`config.mk`:
```
export PLATFORM = sky130hd
export DESIGN_NAME = xcvr_mode_idle_ctrl
export DESIGN_NICKNAME = d
export VERILOG_FILES = /design/src/rtl/xcvr_pkg.sv /design/src/rtl/xcvr_mode_idle_ctrl.sv
export SDC_FILE = /design/constraint.sdc
export NUM_CORES = 1
export LEC_CHECK = 0
export BUFFER_PORTS_ARGS = -buffer_cell sky130_fd_sc_hd__buf_4
export CAP_MARGIN = 20
export CORE_MARGIN = 8
export CORE_UTILIZATION = 55
export CTS_BUF_LIST = sky130_fd_sc_hd__clkbuf_8 sky130_fd_sc_hd__clkbuf_16
export DETAILED_ROUTE_END_ITERATION = 6
export GPL_ROUTABILITY_DRIVEN = 0
export PLACE_DENSITY = 0.78
export SLEW_MARGIN = 25
export SYNTH_ARGS = -nofsm -noshare
export SYNTH_HDL_FRONTEND = slang
export SYNTH_SLANG_ARGS = --single-unit
```
`constraint.sdc`:
```
create_clock -name clk_sys -period 4.9 [get_ports clk_sys]
set_clock_uncertainty 0.1 [all_clocks]
set_input_delay 0.98 -clock clk_sys [delete_from_list [all_inputs] [get_ports clk_sys]]
set_output_delay 0.98 -clock clk_sys [all_outputs]
set_load 0.01 [all_outputs]
```
`src/rtl/xcvr_pkg.sv`:
```
package xcvr_pkg;

    // ************************************************************
    // sizes and timing
    // ************************************************************
    localparam int NCH_DEF = 8;
    localparam int CLK_PERIOD_NS = 10;
    localparam int PLL_LOCK_TIME_US = 100;
    // least time, so round up to whole cycles
    localparam int LOCK_CYCLES_DEF =
        (PLL_LOCK_TIME_US * 1000 + CLK_PERIOD_NS - 1) / CLK_PERIOD_NS;
    localparam int BIT_DIV_DEF = 4;
    localparam int RXCLK_HALF_DEF = 4;
    localparam int PRBS_W = 7;
    localparam logic [PRBS_W-1:0] PRBS_SEED = 7'h7F;
    localparam logic [2:0] PRBS_LOCK_MATCHES = 3'h7;

    // ************************************************************
    // code characters
    // ************************************************************
    localparam logic [7:0] K28_5 = 8'hBC;
    localparam logic [7:0] D10_1 = 8'h2A;
    localparam logic [7:0] D16_2 = 8'h50;
    localparam logic [7:0] D5_6 = 8'hC5;

    typedef struct packed {
        logic k;
        logic [7:0] d;
    } code_char_s;

    localparam code_char_s CHAR_RESET = '{k: 1'b0, d: 8'h00};

    typedef enum logic [1:0] {
        CORR_ON = 2'b00,
        CORR_K1 = 2'b01,
        CORR_OFF = 2'b10,
        CORR_D1 = 2'b11
    } idle_corr_e;

    // ************************************************************
    // register map
    // ************************************************************
    localparam int AW = 8;
    localparam int DW = 32;
    localparam logic [AW-1:0] ADDR_STATUS = 8'h00;
    localparam logic [AW-1:0] ADDR_PRBS = 8'h08;
    localparam logic [AW-1:0] ADDR_IRQ_STAT = 8'h10;
    localparam logic [AW-1:0] ADDR_IRQ_MASK = 8'h14;
    localparam logic [AW-1:0] ADDR_CLK_CTRL = 8'h44;
    localparam logic [AW-1:0] ADDR_GE_CTRL = 8'h60;
    localparam int CLK_MODE_POS = 15;
    localparam int GE_MODE_POS = 15;
    localparam int PRBS_ERR_LSB = 8;
    localparam int IRQ_W = 3;
    localparam logic [IRQ_W-1:0] IRQ_RESET = 3'h0;

endpackage : xcvr_pkg

```
`src/rtl/xcvr_mode_idle_ctrl.sv`:
```
module xcvr_mode_idle_ctrl #(
    parameter int NCH = xcvr_pkg::NCH_DEF,
    parameter int LOCK_CYCLES = xcvr_pkg::LOCK_CYCLES_DEF,
    parameter int BIT_DIV = xcvr_pkg::BIT_DIV_DEF,
    parameter int RXCLK_HALF = xcvr_pkg::RXCLK_HALF_DEF
) (
    // clock and reset
    input wire logic clk_sys,
    input wire logic sys_rst,
    // register port
    input wire logic [xcvr_pkg::AW-1:0] reg_addr,
    input wire logic [xcvr_pkg::DW-1:0] reg_wdata,
    input wire logic reg_wr,
    input wire logic reg_rd,
    output logic [xcvr_pkg::DW-1:0] reg_rdata,
    output logic irq,
    // configuration pins
    input wire logic iface_select,
    input wire logic output_enable,
    input wire logic channel_clock_select,
    input wire logic busy_mode_input,
    input wire logic ethernet_mode_pin,
    input wire logic pattern_test_enable,
    input wire logic pll_power_down,
    output logic pll_lock,
    output logic nibble_mode,
    output logic outputs_oe,
    // transmit parallel side
    input wire logic shared_tx_clock,
    input wire logic [NCH-1:0] per_channel_tx_clock,
    input wire xcvr_pkg::code_char_s [NCH-1:0] tx_char,
    output xcvr_pkg::code_char_s [NCH-1:0] tx_code_out,
    output logic [NCH-1:0] tx_code_valid,
    output logic [NCH-1:0] idle_deletable,
    // receive clocks
    output logic shared_rx_clock,
    output logic [NCH-1:0] per_channel_rx_byte_clock,
    // serial test side
    output logic [NCH-1:0] tx_serial,
    input wire logic [NCH-1:0] rx_serial
);
    import xcvr_pkg::*;

    localparam int LCW = $clog2(LOCK_CYCLES + 1);
    localparam int BDW = $clog2(BIT_DIV + 1);
    localparam int RCW = $clog2(RXCLK_HALF + 1);

    // ************************************************************
    // pin synchronisers
    // ************************************************************
    logic [6:0] pin_s1_reg;
    logic [6:0] pin_s2_reg;
    logic [NCH:0] tclk_s1_reg;
    logic [NCH:0] tclk_s2_reg;
    logic [NCH:0] tclk_s3_reg;
    code_char_s [NCH-1:0] txc_s1_reg;
    code_char_s [NCH-1:0] txc_s2_reg;
    logic [NCH-1:0] rxs_s1_reg;
    logic [NCH-1:0] rxs_s2_reg;

    // every pin passes two flops before any logic looks at it
    always_ff @(posedge clk_sys)
    begin
        pin_s1_reg <= {iface_select, output_enable, channel_clock_select, busy_mode_input,
                       ethernet_mode_pin, pattern_test_enable, pll_power_down};
        pin_s2_reg <= pin_s1_reg;
        tclk_s1_reg <= {per_channel_tx_clock, shared_tx_clock};
        tclk_s2_reg <= tclk_s1_reg;
        tclk_s3_reg <= tclk_s2_reg;
        txc_s1_reg <= tx_char;
        txc_s2_reg <= txc_s1_reg;
        rxs_s1_reg <= rx_serial;
        rxs_s2_reg <= rxs_s1_reg;
    end

    wire iface_s;
    wire oe_s;
    wire clksel_s;
    wire busy_s;
    wire ge_pin_s;
    wire prbs_s;
    wire pd_s;
    assign {iface_s, oe_s, clksel_s, busy_s, ge_pin_s, prbs_s, pd_s} = pin_s2_reg;
    // data settle through the same two flops, so they line up with the edge
    wire [NCH:0] tclk_rise = tclk_s2_reg & ~tclk_s3_reg;

    // ************************************************************
    // registers
    // ************************************************************
    logic clk_mode_bit_reg;
    logic ethernet_mode_bit_reg;
    logic [IRQ_W-1:0] irq_stat_reg;
    logic [IRQ_W-1:0] irq_mask_reg;
    logic [NCH-1:0] prbs_err_reg;
    logic [NCH-1:0] prbs_lock_reg;

    // clock mode from pin or register
    wire clk_mode_eff = clksel_s | clk_mode_bit_reg;
    // Ethernet mode from pin or register
    wire ge_eff = ge_pin_s | ethernet_mode_bit_reg;

    wire wr_clk = reg_wr && reg_addr == ADDR_CLK_CTRL;
    wire wr_ge = reg_wr && reg_addr == ADDR_GE_CTRL;
    wire wr_mask = reg_wr && reg_addr == ADDR_IRQ_MASK;
    wire rd_irq = reg_rd && reg_addr == ADDR_IRQ_STAT;
    wire rd_prbs = reg_rd && reg_addr == ADDR_PRBS;

    always_ff @(posedge clk_sys)
    begin
        if (sys_rst)
        begin
            clk_mode_bit_reg <= 1'b0;
            ethernet_mode_bit_reg <= 1'b0;
            irq_mask_reg <= IRQ_RESET;
        end
        else
        begin
            if (wr_clk)
                clk_mode_bit_reg <= reg_wdata[CLK_MODE_POS];
            if (wr_ge)
                ethernet_mode_bit_reg <= reg_wdata[GE_MODE_POS];
            if (wr_mask)
                irq_mask_reg <= reg_wdata[IRQ_W-1:0];
        end
    end

    // read mux; unmapped addresses read zero
    logic [DW-1:0] rd_mux;
    always_comb
    begin
        rd_mux = '0;
        case (reg_addr)
            ADDR_STATUS:
                rd_mux[6:0] = {oe_s, pll_lock, prbs_s, busy_s, iface_s, ge_eff, clk_mode_eff};
            ADDR_PRBS:
            begin
                rd_mux[NCH-1:0] = prbs_lock_reg;
                rd_mux[PRBS_ERR_LSB +: NCH] = prbs_err_reg;
            end
            ADDR_IRQ_STAT: rd_mux[IRQ_W-1:0] = irq_stat_reg;
            ADDR_IRQ_MASK: rd_mux[IRQ_W-1:0] = irq_mask_reg;
            ADDR_CLK_CTRL: rd_mux[CLK_MODE_POS] = clk_mode_bit_reg;
            ADDR_GE_CTRL: rd_mux[GE_MODE_POS] = ethernet_mode_bit_reg;
            default: rd_mux = '0;
        endcase
    end

    always_ff @(posedge clk_sys)
    begin
        if (sys_rst)
            reg_rdata <= '0;
        else if (reg_rd)
            reg_rdata <= rd_mux;
    end

    // ************************************************************
    // lock timer
    // ************************************************************
    logic [LCW-1:0] lock_cnt_reg;
    logic lock_evt;

    // lock shows only once the full lock time has run out
    always_ff @(posedge clk_sys)
    begin
        if (sys_rst || pd_s)
        begin
            lock_cnt_reg <= '0;
            pll_lock <= 1'b0;
        end
        else
        begin
            if (lock_cnt_reg != LCW'(LOCK_CYCLES))
                lock_cnt_reg <= lock_cnt_reg + 1'b1;
            pll_lock <= lock_cnt_reg == LCW'(LOCK_CYCLES);
        end
    end
    assign lock_evt = !pll_lock && !pd_s && lock_cnt_reg == LCW'(LOCK_CYCLES);

    // ************************************************************
    // dividers: serial bit rate and receive byte clock
    // ************************************************************
    logic [BDW-1:0] bit_cnt_reg;
    logic [RCW-1:0] rxc_cnt_reg;
    logic rxc_phase_reg;
    wire bit_en = bit_cnt_reg == BDW'(BIT_DIV - 1);
    wire rxc_en = rxc_cnt_reg == RCW'(RXCLK_HALF - 1);

    always_ff @(posedge clk_sys)
    begin
        if (sys_rst)
        begin
            bit_cnt_reg <= '0;
            rxc_cnt_reg <= '0;
            rxc_phase_reg <= 1'b0;
        end
        else
        begin
            bit_cnt_reg <= bit_en ? '0 : bit_cnt_reg + 1'b1;
            rxc_cnt_reg <= rxc_en ? '0 : rxc_cnt_reg + 1'b1;
            if (rxc_en)
                rxc_phase_reg <= ~rxc_phase_reg;
        end
    end

    // receive clocks; the unused group is held low
    always_ff @(posedge clk_sys)
    begin
        if (sys_rst)
        begin
            shared_rx_clock <= 1'b0;
            per_channel_rx_byte_clock <= '0;
        end
        else
        begin
            per_channel_rx_byte_clock <= clk_mode_eff ? {NCH{rxc_phase_reg}} : '0;
            shared_rx_clock <= clk_mode_eff ? 1'b0 : rxc_phase_reg;
        end
    end

    // ************************************************************
    // mode status outputs
    // ************************************************************
    always_ff @(posedge clk_sys)
    begin
        if (sys_rst)
        begin
            nibble_mode <= 1'b0;
            outputs_oe <= 1'b0;
        end
        else
        begin
            // interface mode follows the select pin
            nibble_mode <= iface_s;
            // the enable pin drives outputs_oe and status bit 6; no output here is gated by it
            outputs_oe <= oe_s;
        end
    end

    // ************************************************************
    // per-channel idle handling and pattern test
    // ************************************************************
    idle_corr_e corr_reg [NCH];
    idle_corr_e corr_next [NCH];
    logic [NCH-1:0] prev_k285_reg;
    logic [NCH-1:0] corr_off_evt;
    logic [NCH-1:0] prbs_err_evt;
    logic [PRBS_W-1:0] gen_reg [NCH];
    logic [PRBS_W-1:0] chk_reg [NCH];
    logic [2:0] match_cnt_reg [NCH];

    for (genvar i = 0; i < NCH; i++)
    begin : g_ch
        // own clock in independent mode; shared clock otherwise
        wire tx_stb = clk_mode_eff ? tclk_rise[i + 1] : tclk_rise[0];
        code_char_s cur;
        assign cur = txc_s2_reg[i];
        wire is_k285 = cur.k && cur.d == K28_5;
        wire is_data = !cur.k;
        wire pair = prev_k285_reg[i] && is_data;
        wire corr_en = corr_reg[i] == CORR_ON || corr_reg[i] == CORR_K1;
        // swap the disparity-fixing character into the idle pair
        wire fix = ge_eff && corr_en && pair && cur.d == D16_2;
        // busy mode keeps K28.5 D10.1 as data
        wire deletable = pair && (busy_s ? (ge_eff && cur.d != D10_1)
                                         : (ge_eff || cur.d == D10_1));

        // correction stops on K28.5 runs, resumes after two data
        always_comb
        begin
            corr_next[i] = corr_reg[i];
            case (corr_reg[i])
                CORR_ON: if (is_k285) corr_next[i] = CORR_K1;
                CORR_K1: corr_next[i] = is_k285 ? CORR_OFF : CORR_ON;
                CORR_OFF: if (is_data) corr_next[i] = CORR_D1;
                CORR_D1: corr_next[i] = is_data ? CORR_ON : CORR_OFF;
                default: corr_next[i] = CORR_ON;
            endcase
        end
        assign corr_off_evt[i] = tx_stb && corr_reg[i] != CORR_OFF && corr_next[i] == CORR_OFF;

        always_ff @(posedge clk_sys)
        begin
            if (sys_rst)
            begin
                corr_reg[i] <= CORR_ON;
                prev_k285_reg[i] <= 1'b0;
                tx_code_out[i] <= CHAR_RESET;
                tx_code_valid[i] <= 1'b0;
                idle_deletable[i] <= 1'b0;
            end
            else
            begin
                tx_code_valid[i] <= tx_stb;
                if (tx_stb)
                begin
                    corr_reg[i] <= corr_next[i];
                    prev_k285_reg[i] <= is_k285;
                    tx_code_out[i] <= fix ? code_char_s'{k: 1'b0, d: D5_6} : cur;
                    idle_deletable[i] <= deletable;
                end
            end
        end

        // x^7 + x^6 + 1 for both generator and checker
        wire gen_fb = gen_reg[i][6] ^ gen_reg[i][5];
        wire rx_bit = rxs_s2_reg[i];
        wire predict = chk_reg[i][6] ^ chk_reg[i][5];
        wire miss = rx_bit != predict;
        assign prbs_err_evt[i] = prbs_s && bit_en && prbs_lock_reg[i] && miss;

        // generator on the serial output, checker on the input
        always_ff @(posedge clk_sys)
        begin
            if (sys_rst || !prbs_s)
            begin
                gen_reg[i] <= PRBS_SEED;
                chk_reg[i] <= '0;
                match_cnt_reg[i] <= '0;
                prbs_lock_reg[i] <= 1'b0;
                tx_serial[i] <= 1'b0;
            end
            else if (bit_en)
            begin
                gen_reg[i] <= {gen_reg[i][5:0], gen_fb};
                tx_serial[i] <= gen_reg[i][6];
                chk_reg[i] <= {chk_reg[i][5:0], rx_bit};
                // seven clean bits in a row before errors count
                if (!prbs_lock_reg[i])
                begin
                    match_cnt_reg[i] <= miss ? '0 : match_cnt_reg[i] + 1'b1;
                    prbs_lock_reg[i] <= !miss && match_cnt_reg[i] == PRBS_LOCK_MATCHES - 3'h1;
                end
            end
        end
    end

    // sticky error bits, cleared by reading them; a new error wins
    always_ff @(posedge clk_sys)
    begin
        if (sys_rst)
            prbs_err_reg <= '0;
        else
            prbs_err_reg <= (rd_prbs ? '0 : prbs_err_reg) | prbs_err_evt;
    end

    // ************************************************************
    // interrupts
    // ************************************************************
    wire [IRQ_W-1:0] irq_set = {|prbs_err_evt, |corr_off_evt, lock_evt};

    // a read clears the status, but an event in the same cycle survives
    always_ff @(posedge clk_sys)
    begin
        if (sys_rst)
        begin
            irq_stat_reg <= IRQ_RESET;
            irq <= 1'b0;
        end
        else
        begin
            irq_stat_reg <= (rd_irq ? IRQ_RESET : irq_stat_reg) | irq_set;
            irq <= |(irq_stat_reg & irq_mask_reg);
        end
    end

endmodule : xcvr_mode_idle_ctrl

```
==> results.md, run 1 <==
- Status: complete, no violations
- CTS H-tree lvls: 2
- Worst path slowest cell: inv_4
- Yosys top cell area share: 41.92%
- Post-Synth Simple-Gate Area: between 10% and 20%
- Clock power share: between 40% and 50%
- Max Freq: 0.3470 GHz
- Die area: around 38000 sq um
- Port bufs: 236
- R2r endpoint: gen_reg[1][8]
- Switching pwr: 1.925 mW
- Yosys reg bits: between 500 and 600
- Num ports: around 280
- Mux cell area share after synthesis: less than 1%
- Initial antenna violation count: 4
- Sequential Power Share: between 50 and 60%
- Vias: about 12000
- Type of origin of the critical path: register
- Syn. warnings: 0
- Crit path kind: register to register
- Sink Count: between 500 and 600
- Post-Synth Adder-Cell Area: roughly 1.5%
- Drt initial violations: roughly 800
- Final wirelength: around 38000 microns
- Minimum clock period: between 2 and 3 ns
- Tcrit/Tclk final: around three fifths
- Post-synth EDFFs: around 150
- DR pass1 iterations: 6
- Placed standard-cell area: slightly below 20000 sq um
- Placed cells: 2082
- Hold_sp: txc_s1_reg[29]
- Synth top area cells: dfxtp_1, edfxtp_1, nor2_1, nand2_1, nand2b_1
- Post-cts sizing count: 0
- Layout fillers: between 2000 and 2500
- Min-Delay Endpoint: g_ch[3].cur[2]
- Post-DP HPWL: between 20000 and 30000 microns
- Headroom to the max-slew limit: a little over a third
- Hold Fails Final Rpt: 0
- Largest net degree at the start of global routing: 88
- Fin area: roughly 21000 sq um
- Fin Hold WS: around 0.22 ns
- Endpoints failing setup: 0
- Worst-case register-to-register setup slack: slightly above 2 ns
- CTS tree: yes
- Vias in the first global route: 11444
- Syn Std Cell Area: 17760 sq um
- Layout cells sized above 1: 19.85%
- Combinational power share: 5.3%
- Chip height: about 200 microns
- Drt drc: 0
- Row cnt: 66
- Async set or reset register ratio after synthesis: 0%
- Reg-to-reg startpoint: bit_cnt_reg[0]
- Deepest clock path buffer count: 3
- Drt wl/cell: approximately 17 microns
- Power density cells: roughly 420 nW/um^2
- Buf/Inv on CP: 3
- Crit-path cells: ha_1 -> ha_1 -> nor2_1 -> and2_1 -> buf_4 -> inv_4 -> buf_4
- Main combinational cell family by area after synthesis: simple AND/OR/NAND/NOR gates
- Fin cells: 2173
- Crit-path leading delay family: buffers and inverters
- Most common cell in the netlist: dfxtp_1
- Max Fanout on Critical Path: just under 80
- Worst stage delay on the critical path: slightly below 0.7 ns
- Post-CTS setup buffer count: 0
- Final TNS setup: 0 ns
- Synth Area in XOR/XNOR: slightly above 2%
- Post-synth top cells: dfxtp_1, edfxtp_1, nor2_1, nand2_1, a21oi_1
- # hold bufs at CTS: 0
- Hold Crit Class: register to register
- Fraction of the yosys area taken by sequential cells: slightly below 70%
- Starting Density: between 50% and 60%
- Pint: 7.020 mW
- Dominant synthesized flop cell: dfxtp_1
- First-pass GRT wire length: 59620 microns
- Max-Cap Viols: 0
- Area Overhead vs Synth: 20.29%
- Arrival @ worst endpoint: between 2 and 3 ns
- Mapped Avg Cell Area: 11.83 sq um
- Nets: around 1900
- Setup crit end kind: register
- Compound-Gate Fraction of Synth Area: 7.178%
- Data required time of the critical path: 4.99 ns
- Die W: between 150 and 200 microns
- DR vias/cell: approximately 5.3
- Maximum VDD drop: 351.5 uV
- Synth cell types: 61
- Design Power: ~8.9 mW
- RSZ-0062 raised after global routing: no
- P_leak: 8.420 nW
- Clock-pin slew on the worst setup and hold paths: ~0.06 ns
- Hold Path Stages: 0
- Routed Antenna Nets: 0
- Tightest Pin Transition: approximately 0.95 ns
- Sw Ratio: approximately 22%
- Worst Reg2Reg Path Length in Cells: 7
- Root Driver: clkbuf_16
- Slew Limit Fails: 0
- Total grt overflow: 0
- Clk_lat worst skew: 0.55 ns
- Tot GR Track Use: 19.05%
- Area of the core: roughly 32000 sq um
- Cts bufs inserted: 50
- Cells after synthesis: between 1500 and 2000
- Area leader, netlist: dfxtp_1
[metal layers]
layer	vias to the layer above	track usage, %	routed length, microns
met1	5534	24.37	16340
li1	5611	-	-
met2	306	31.27	17680
met4	4	6.064	1011
met3	66	5.021	2628
met5	-	0	23
[worst reg2reg max path, stage by stage, from the launching register on]
cell and delay (ns):
dfxtp_1 0.33, ha_1 0.15, ha_1 0.23, nor2_1 0.07
and2_1 0.15, buf_4 0.22, inv_4 0.69, buf_4 0.57
[layout make-up]
cell class / instances / area, sq um / share of cell area (%)
diodes: 2 / 5.005 / 0.02342
clock buffers: 61 / 1425 / 6.669
clock inverters: 28 / 191.4 / 0.8959
inverters: 37 / 141.4 / 0.6617
multi-input cells: 868 / 5231 / 24.48
flip-flops and latches: 524 / 12010 / 56.21
well taps: 408 / 510.5 / 2.389
repair buffers: 245 / 1852 / 8.666
[power groups by stage]
stage / Combinational, mW / Clock (mW) / Sequential [mW]
after floorplan: 0.252 / 0 / 4.84
after global placement: 0.458 / 0 / 4.83
after detailed placement: 0.471 / 0 / 4.84
after CTS: 0.474 / 3.81 / 4.75
after global routing: 0.518 / 3.98 / 4.77
final: 0.471 / 3.73 / 4.75
[per-stage QoR]
stage                     setup WS (ns)  util, %
final                             2.018    66.35
after global routing              1.801    66.35
after CTS                         1.966    66.33
after detailed placement          1.603    61.31
after global placement            1.650    61.31
after floorplan                  0.3703        -
[cells by family after synthesis]
family,Yosys count
flops,524
simple gates,584
compound gates,187
fa+ha+maj,22
mux,17
other cells,1
xor+xnor,42
buf+inv,124
[how the worst max path moves through the flow]
stage                   startpoint              to  slack (ns)  depth (start not counted)
finish              bit_cnt_reg[0]   gen_reg[1][8]        2.02                          7
global route        bit_cnt_reg[0]  gen_reg[1][27]        1.80                          7
CTS                 bit_cnt_reg[0]  gen_reg[1][17]        1.97                          7
detailed placement         sys_rst  gen_reg[1][21]        1.60                          6
global placement           sys_rst  gen_reg[1][27]        1.65                          6
floorplan                  sys_rst   chk_reg[0][0]        0.37                          6
[cell usage in the layout, fill, tap and decap left out, types with 7 or more instances in the layout]
| cell | count |
|---|---|
| xnor2_1 | 37 |
| nand4_1 | 16 |
| conb_1 | 16 |
| a2111oi_0 | 12 |
| ha_1 | 22 |
| clkbuf_8 | 9 |
| mux2i_1 | 15 |
| buf_4 | 244 |
| edfxtp_1 | 152 |
| o2111ai_1 | 8 |
| nand3b_1 | 17 |
| nor4_1 | 8 |
| nand3_1 | 21 |
| inv_1 | 48 |
| nor3_1 | 40 |
| a32o_1 | 7 |
| dfxtp_1 | 372 |
| nor4b_1 | 14 |
| and2_1 | 60 |
| or3_1 | 13 |
| clkbuf_16 | 52 |
| nand2b_1 | 78 |
| nand2_1 | 130 |
| a21oi_1 | 93 |
| a22o_1 | 8 |
| and3_1 | 9 |
| nor2_1 | 138 |
(Power assumes the default switching activity.)
==> inputs of run 2 (changes only) <==
Settings changed: ABC_AREA from default to 1, CORE_UTILIZATION 55 to 50, PLACE_DENSITY 0.78 to 0.75.
Clock period 4.9 ns to 2.5 ns, I/O delays scaled along.
==> results.md, run 2 <==
- Status: complete, no violations
- Die area: 42120 sq um (+10%)
- Headroom to the max-slew limit: 55.76% (+19 points)
- Drt initial violations: 719 (-11%)
- Async set or reset register ratio after synthesis: 0% (unchanged)
- First-pass GRT wire length: 67070 microns (+12%)
- Initial antenna violation count: 8 (+4)
- Nets: 2292 (+21%)
- Most common cell in the netlist: dfxtp_1
- Tightest Pin Transition: 0.6628 ns (-0.2874 ns)
- Total grt overflow: 0 (unchanged)
- Max-Cap Viols: 0 (unchanged)
- Die W: 205.2 microns (+4.9%)
- Root Driver: clkbuf_16
- Chip height: 205.2 microns (+4.9%)
- Design Power: 18.36 mW (+110%)
- Layout fillers: 2659 (+12%)
- DR vias/cell: 4.940 (-6.8%)
- Post-synth EDFFs: 152 (unchanged)
- Maximum VDD drop: 632.7 uV (+80%)
- Drt drc: 0 (unchanged)
- Mux cell area share after synthesis: 0% (-0.97 points)
- Max Fanout on Critical Path: 13 (-83%)
- Syn Std Cell Area: 17900 sq um (+0.80%)
- Hold Crit Class: input port to register
- Synth Area in XOR/XNOR: 1.565% (-0.51 points)
- Max Freq: 0.4974 GHz (+43%)
- Placed standard-cell area: 20200 sq um (+2.3%)
- Data required time of the critical path: 2.93 ns (-2.06 ns)
- Fin area: 22980 sq um (+7.6%)
- Most common cell after layout, fill and taps aside: dfxtp_1
- Synth cell types: 37 (-39%)
- Area of the core: 35400 sq um (+9.9%)
- Layout cells sized above 1: 18.97% (-0.88 points)
- Post-CTS setup buffer count: 0 (unchanged)
- Vias in the first global route: 13397 (+17%)
- Tcrit/Tclk final: 80.42% (+22 points)
- Starting Density: 50.58% (-4.6 points)
- Main combinational cell family by area after synthesis: simple AND/OR/NAND/NOR gates
- Most frequent cells in the layout: dfxtp_1, nand2_1, buf_4
- Arrival @ worst endpoint: 2.44 ns (-0.53 ns)
- Post-Synth Adder-Cell Area: 1.537% (-0.012 points)
- Post-synth top cells: dfxtp_1, nand2_1, nor2_1, inv_1, edfxtp_1
- Syn. warnings: 0 (unchanged)
- Minimum clock period: 2.011 ns (-0.8710 ns)
- Vias: 13036 (+13%)
- Tot GR Track Use: 19.83% (+0.78 points)
- Finished Core Util: 64.93% (-1.4 points)
- Yosys reg bits: 524 (unchanged)
- Area leader, netlist: dfxtp_1
- Hold Fails Final Rpt: 0 (unchanged)
- Fin Hold WS: 0.08128 ns (-0.1407 ns)
- Cells after synthesis: 1770 (+18%)
- Clock-pin slew on the worst setup and hold paths: 0.06 ns (about the same)
- Slew Limit Fails: 0 (unchanged)
- Deepest clock path buffer count: 3 (unchanged)
- Endpoints failing setup: 0 (unchanged)
- Post-cts sizing count: 0 (unchanged)
- Cts bufs inserted: 52 (+4.0%)
- Port bufs: 236 (unchanged)
- Power density cells: 798.9 nW/um^2 (+91%)
- Mapped Avg Cell Area: 10.12 sq um (-15%)
- DR pass1 iterations: 5 (-1)
- Crit path kind: register to register
- Row cnt: 69 (+4.5%)
- Type of origin of the critical path: register
- Largest net degree at the start of global routing: 100 (+14%)
- Num ports: 281 (unchanged)
- Compound-Gate Fraction of Synth Area: 5.311% (-1.9 points)
- Post-Synth Simple-Gate Area: 18.40% (+1.1 points)
- CTS tree: yes
- Yosys top cell area share: 41.59% (-0.33 points)
- Area Overhead vs Synth: 28.36%
- Fraction of the yosys area taken by sequential cells: 67.09% (-0.53 points)
- Drt wl/cell: 15.98 microns (-7.8%)
- Post-DP HPWL: 27660 microns (+6.3%)
- Synth top area cells: dfxtp_1, edfxtp_1, nand2_1, nor2_1, inv_1
- Sink Count: 524 (unchanged)
- RSZ-0062 raised after global routing: no
- Dominant synthesized flop cell: dfxtp_1
- Final TNS setup: 0 ns (unchanged)
- P_leak: 9.650 nW (+15%)
- CTS H-tree lvls: 2 (unchanged)
- Routed Antenna Nets: 0 (unchanged)
- Clk_lat worst skew: 0.60 ns (+0.05 ns)
- Final wirelength: 42180 microns (+12%)
- Setup crit end kind: register
- # hold bufs at CTS: 96 (+96)
run 2: cell types whose count changed in the layout (fill, tap and decap cells not counted), moves of 26 or more:
| cell | delta |
|---|---|
| dlygate4sd3_1 | +96 |
| inv_1 | +148 |
| o21ai_0 | +93 |
| a21oi_1 | -26 |
| nand2_1 | +185 |
| nor2_1 | +50 |
| nand2b_1 | -76 |
| nand3_1 | +97 |
| and2_1 | -60 |
| or2_2 | +40 |
run 2: worst max-delay path, stage by stage (launching register included):
cell	delay (ns)
dfxtp_1	0.33
nor2_1	0.21
nand3_2	0.25
nand2_1	0.17
inv_1	0.23
nor2_4	0.26
inv_1	0.16
nor2_1	0.13
nand2_1	0.06
nand2_1	0.05
run 2: stage by stage:
stage	worst slack (ns)	cells
2_1_floorplan	0.2484	1785
3_3_place_gp	0.4866	2441
3_5_place_dp	0.4251	2441
4_1_cts	0.5071	2633
5_1_grt	0.3163	2638
6_report	0.4895	2639
run 2: layout make-up:
type	instances	area, sq um	area share (%)
Antenna cell	6	15.01	0.06533
Clock buffer	70	1583	6.887
Clock inverter	26	224.0	0.9745
Inverter	192	720.7	3.136
Multi-Input combinational cell	1004	4877	21.22
Sequential cell	524	12010	52.26
Tap cell	461	576.8	2.510
Timing Repair Buffer	356	2975	12.95
run 2: cells by family after synthesis:
family          count (synthesis)
xor+xnor                       32
other cells                     1
fa+ha+maj                      22
simple gates                  750
flops                         524
buf+inv                       257
compound gates                184
run 2: power by group:
group	internal [mW]	total [mW]	switching, mW
logic	0.491	1.09	0.595
registers	9.10	9.29	0.190
clock network	4.74	7.99	3.24
total	14.3	18.4	4.03
run 2: layer usage:
metal	vias up	share of wire (%)	track usage, %
li1	6429	-	-
met4	8	3.0	7.736
met3	86	7.7	5.998
met2	383	51	34.96
met5	-	0.13	0
met1	6130	38	22.26
run 2: final timing paths:
kind | from | to | slack (ns) | cells past startpoint
worst max-delay path | clk_mode_bit_reg | tx_code_out[22] | 0.49 | 9
worst max register to register | clk_mode_bit_reg | tx_code_out[22] | 0.49 | 9
worst min register to register | txc_s1_reg[14] | g_ch[1].cur[5] | 0.22 | 0
worst min-delay path | reg_wdata[0] | irq_mask_reg[0] | 0.08 | 3
==> inputs of run 3 (changes only) <==
Clock period 2.5 ns to 1.6 ns, I/O delays scaled along.
==> results.md, run 3 (synthesis results as in run 2) <==
- DR pass1 iterations: 7 (+2)
- First-pass GRT wire length: 70360 microns (+4.9%)
- Num ports: 281 (unchanged)
- Crit path kind: register to register
- Largest net degree at the start of global routing: 49 (-51%)
- Drt wl/cell: 16.77 microns (+4.9%)
- Slew Limit Fails: 0 (unchanged)
- Setup ws final: -0.09025 ns (-0.5797 ns)
- Die area: 42120 sq um (unchanged)
- Switching pwr: 6.500 mW (+61%)
- Minimum clock period: 1.690 ns (-0.3203 ns)
- Worst-case register-to-register setup slack: -0.09 ns (-0.58 ns)
- Worst setup path startpoint: bit_cnt_reg[1]
- Max Fanout on Critical Path: 38 (+25)
- Drt initial violations: 945 (+31%)
- Clock-pin slew on the worst setup and hold paths: 0.06 ns (about the same)
- Most frequent cells in the layout: dfxtp_1, buf_4, nand2_1
- Post-DP HPWL: 29200 microns (+5.5%)
- Layout fillers: 2416 (-9.1%)
- Finished Core Util: 68.40% (+3.5 points)
- Vias in the first global route: 13675 (+2.1%)
- Area Overhead vs Synth: 35.21%
- Layout cells sized above 1: 25.02% (+6.1 points)
- Crit-path cells: ha_4 -> ha_4 -> nand2_4 -> nor2_4 -> inv_4 -> buf_12 -> or2_2
- P_leak: 10.21 nW (+5.9%)
- Crit path to: gen_reg[1][15]
- Max-Cap Viols: 0 (unchanged)
- Arrival @ worst endpoint: 1.92 ns (-0.52 ns)
- CTS tree: yes
- Most common cell after layout, fill and taps aside: dfxtp_1
- Reg-to-reg startpoint: bit_cnt_reg[1]
- Type of origin of the critical path: register
- Tot GR Track Use: 20.87% (+1.0 points)
- Fin area: 24210 sq um (+5.3%)
- Pint: 22.51 mW (+57%)
- Initial antenna violation count: 6 (-2)
- Maximum VDD drop: 1131 uV (+79%)
- Worst Reg2Reg Path Length in Cells: 7 (-2)
- Drt drc: 0 (unchanged)
- Total grt overflow: 0 (unchanged)
- Routed Antenna Nets: 0 (unchanged)
- Sw Ratio: 22.41% (+0.48 points)
- Combinational power share: 7.1% (+1.2 points)
- Worst stage delay on the critical path: 0.34 ns (about the same)
- R2r endpoint: gen_reg[1][15]
- Placed standard-cell area: 20720 sq um (+2.6%)
- Nets: 2386 (+4.1%)
- Root Driver: clkbuf_16
- Starting Density: 50.58% (unchanged)
- Clk_lat worst skew: 0.59 ns (about the same)
- Multi-input logic area: 5174 sq um (+6.1%)
- Buf/Inv on CP: 2 (unchanged)
- Data required time of the critical path: 1.83 ns (-1.10 ns)
- Final wirelength: 45800 microns (+8.6%)
- Sequential Power Share: 50.1% (-0.5 points)
- Endpoints failing setup: 90 (+90)
- Max Freq: 0.5916 GHz (+19%)
- CTS H-tree lvls: 2 (unchanged)
- Status: finished, violations left
- Deepest clock path buffer count: 3 (unchanged)
- DR vias/cell: 4.978 (+0.77%)
- Die W: 205.2 microns (unchanged)
- Chip height: 205.2 microns (unchanged)
- Failing checks: setup timing
- Hold_sp: sys_rst
- Levels on crit path: 7 (-2)
- Hold Fails Final Rpt: 0 (unchanged)
- Cts bufs inserted: 50 (-3.8%)
- Hold Crit Class: input port to register
- Row cnt: 69 (unchanged)
- Sink Count: 524 (unchanged)
- Port bufs: 236 (unchanged)
- RSZ-0062 raised after global routing: yes
- Worst path slowest cell: dfxtp_2
- Setup crit end kind: register
- Clock power share: 42.9% (-0.6 points)
- Vias: 13595 (+4.3%)
- Register area: 12030 sq um (+0.15%)
- Crit-path leading delay family: simple AND/OR/NAND/NOR gates
- Most frequent CP cell: ha_4
- Tcrit/Tclk final: 105.6% (+25 points)
- Power density cells: 1198 nW/um^2 (+50%)
- Area of the core: 35400 sq um (unchanged)
==> run 3: cell types whose count changed in the layout (fill, tap and decap cells not counted), moves of 13 or more <==
cell	before	now
buf_4	255	317
inv_1	196	180
nor2_1	188	175
o21ai_0	98	83
o21ai_1	3	16
==> run 3: through the flow <==
| step | hold slack [ns] | power [mW] | TNS [ns] | instances | setup WS, ns |
|---|---|---|---|---|---|
| 6_report | 0.1017 | 29.01 | -3.846 | 2731 | -0.09025 |
| 5_1_grt | 0.08545 | 29.97 | -11.87 | 2731 | -0.1347 |
| 4_1_cts | 0.05926 | 28.96 | -2.883 | 2704 | -0.06759 |
| 3_5_place_dp | 0.2121 | 16.42 | -3.912 | 2499 | -0.06431 |
| 3_3_place_gp | 0.2097 | 16.36 | -1.018 | 2499 | -0.01765 |
| 2_1_floorplan | 0.2096 | 15.56 | -36.25 | 1785 | -0.2844 |
==> run 3: how the worst min path moves through the flow <==
stage,endpoint,cells past startpoint
after floorplan,g_ch[0].cur[0],0
after global placement,tclk_s2_reg[0],0
after detailed placement,g_ch[1].cur[2],0
after CTS,clk_mode_bit_reg,5
after global routing,per_channel_rx_byte_clock[0],3
final,ethernet_mode_bit_reg,3
==> run 3: repair_timing <==
item | in CTS | in global routing
hold endpoints to repair | 103 | 0
setup endpoints to repair | 250 | 327
pin swaps | 3 | 28
buffers inserted | 2 | 14
hold buffers | 107 | 0
resized for setup | 18 | 89
gates cloned | 2 | 9
==> run 3: power by group through the flow <==
| stage | Combinational (mW) | Sequential [mW] | Clock (mW) |
|---|---|---|---|
| after global routing | 2.23 | 14.6 | 13.2 |
| after floorplan | 0.788 | 14.8 | 0 |
| after CTS | 1.88 | 14.5 | 12.6 |
| after detailed placement | 1.63 | 14.8 | 0 |
| final | 2.05 | 14.5 | 12.4 |
| after global placement | 1.59 | 14.8 | 0 |
==> run 3: layer usage <==
metal | track usage, % | up-vias | share of wire, %
met2 | 35.50 | 460 | 49
met1 | 24.86 | 6392 | 40
met5 | 0 | - | 0.050
met4 | 8.578 | 4 | 3.5
li1 | - | 6634 | -
met3 | 5.494 | 105 | 7.4
==> run 3: layout make-up <==
class	count	share of cell area, %
sequential	524	49.69
tap	461	2.383
timing repair buffer	448	16.08
clock inverter	30	1.122
multi-input combinational	1007	21.37
antenna	4	0.04135
inverter	192	3.080
timing repair inverter	1	0.03618
clock buffer	64	6.197
==> run 3: worst register-to-register path, cell delays in order, from the launching register on <==
cell,delay [ns]
dfxtp_2,0.34
ha_4,0.14
ha_4,0.15
nand2_4,0.06
nor2_4,0.13
inv_4,0.08
buf_12,0.16
or2_2,0.29
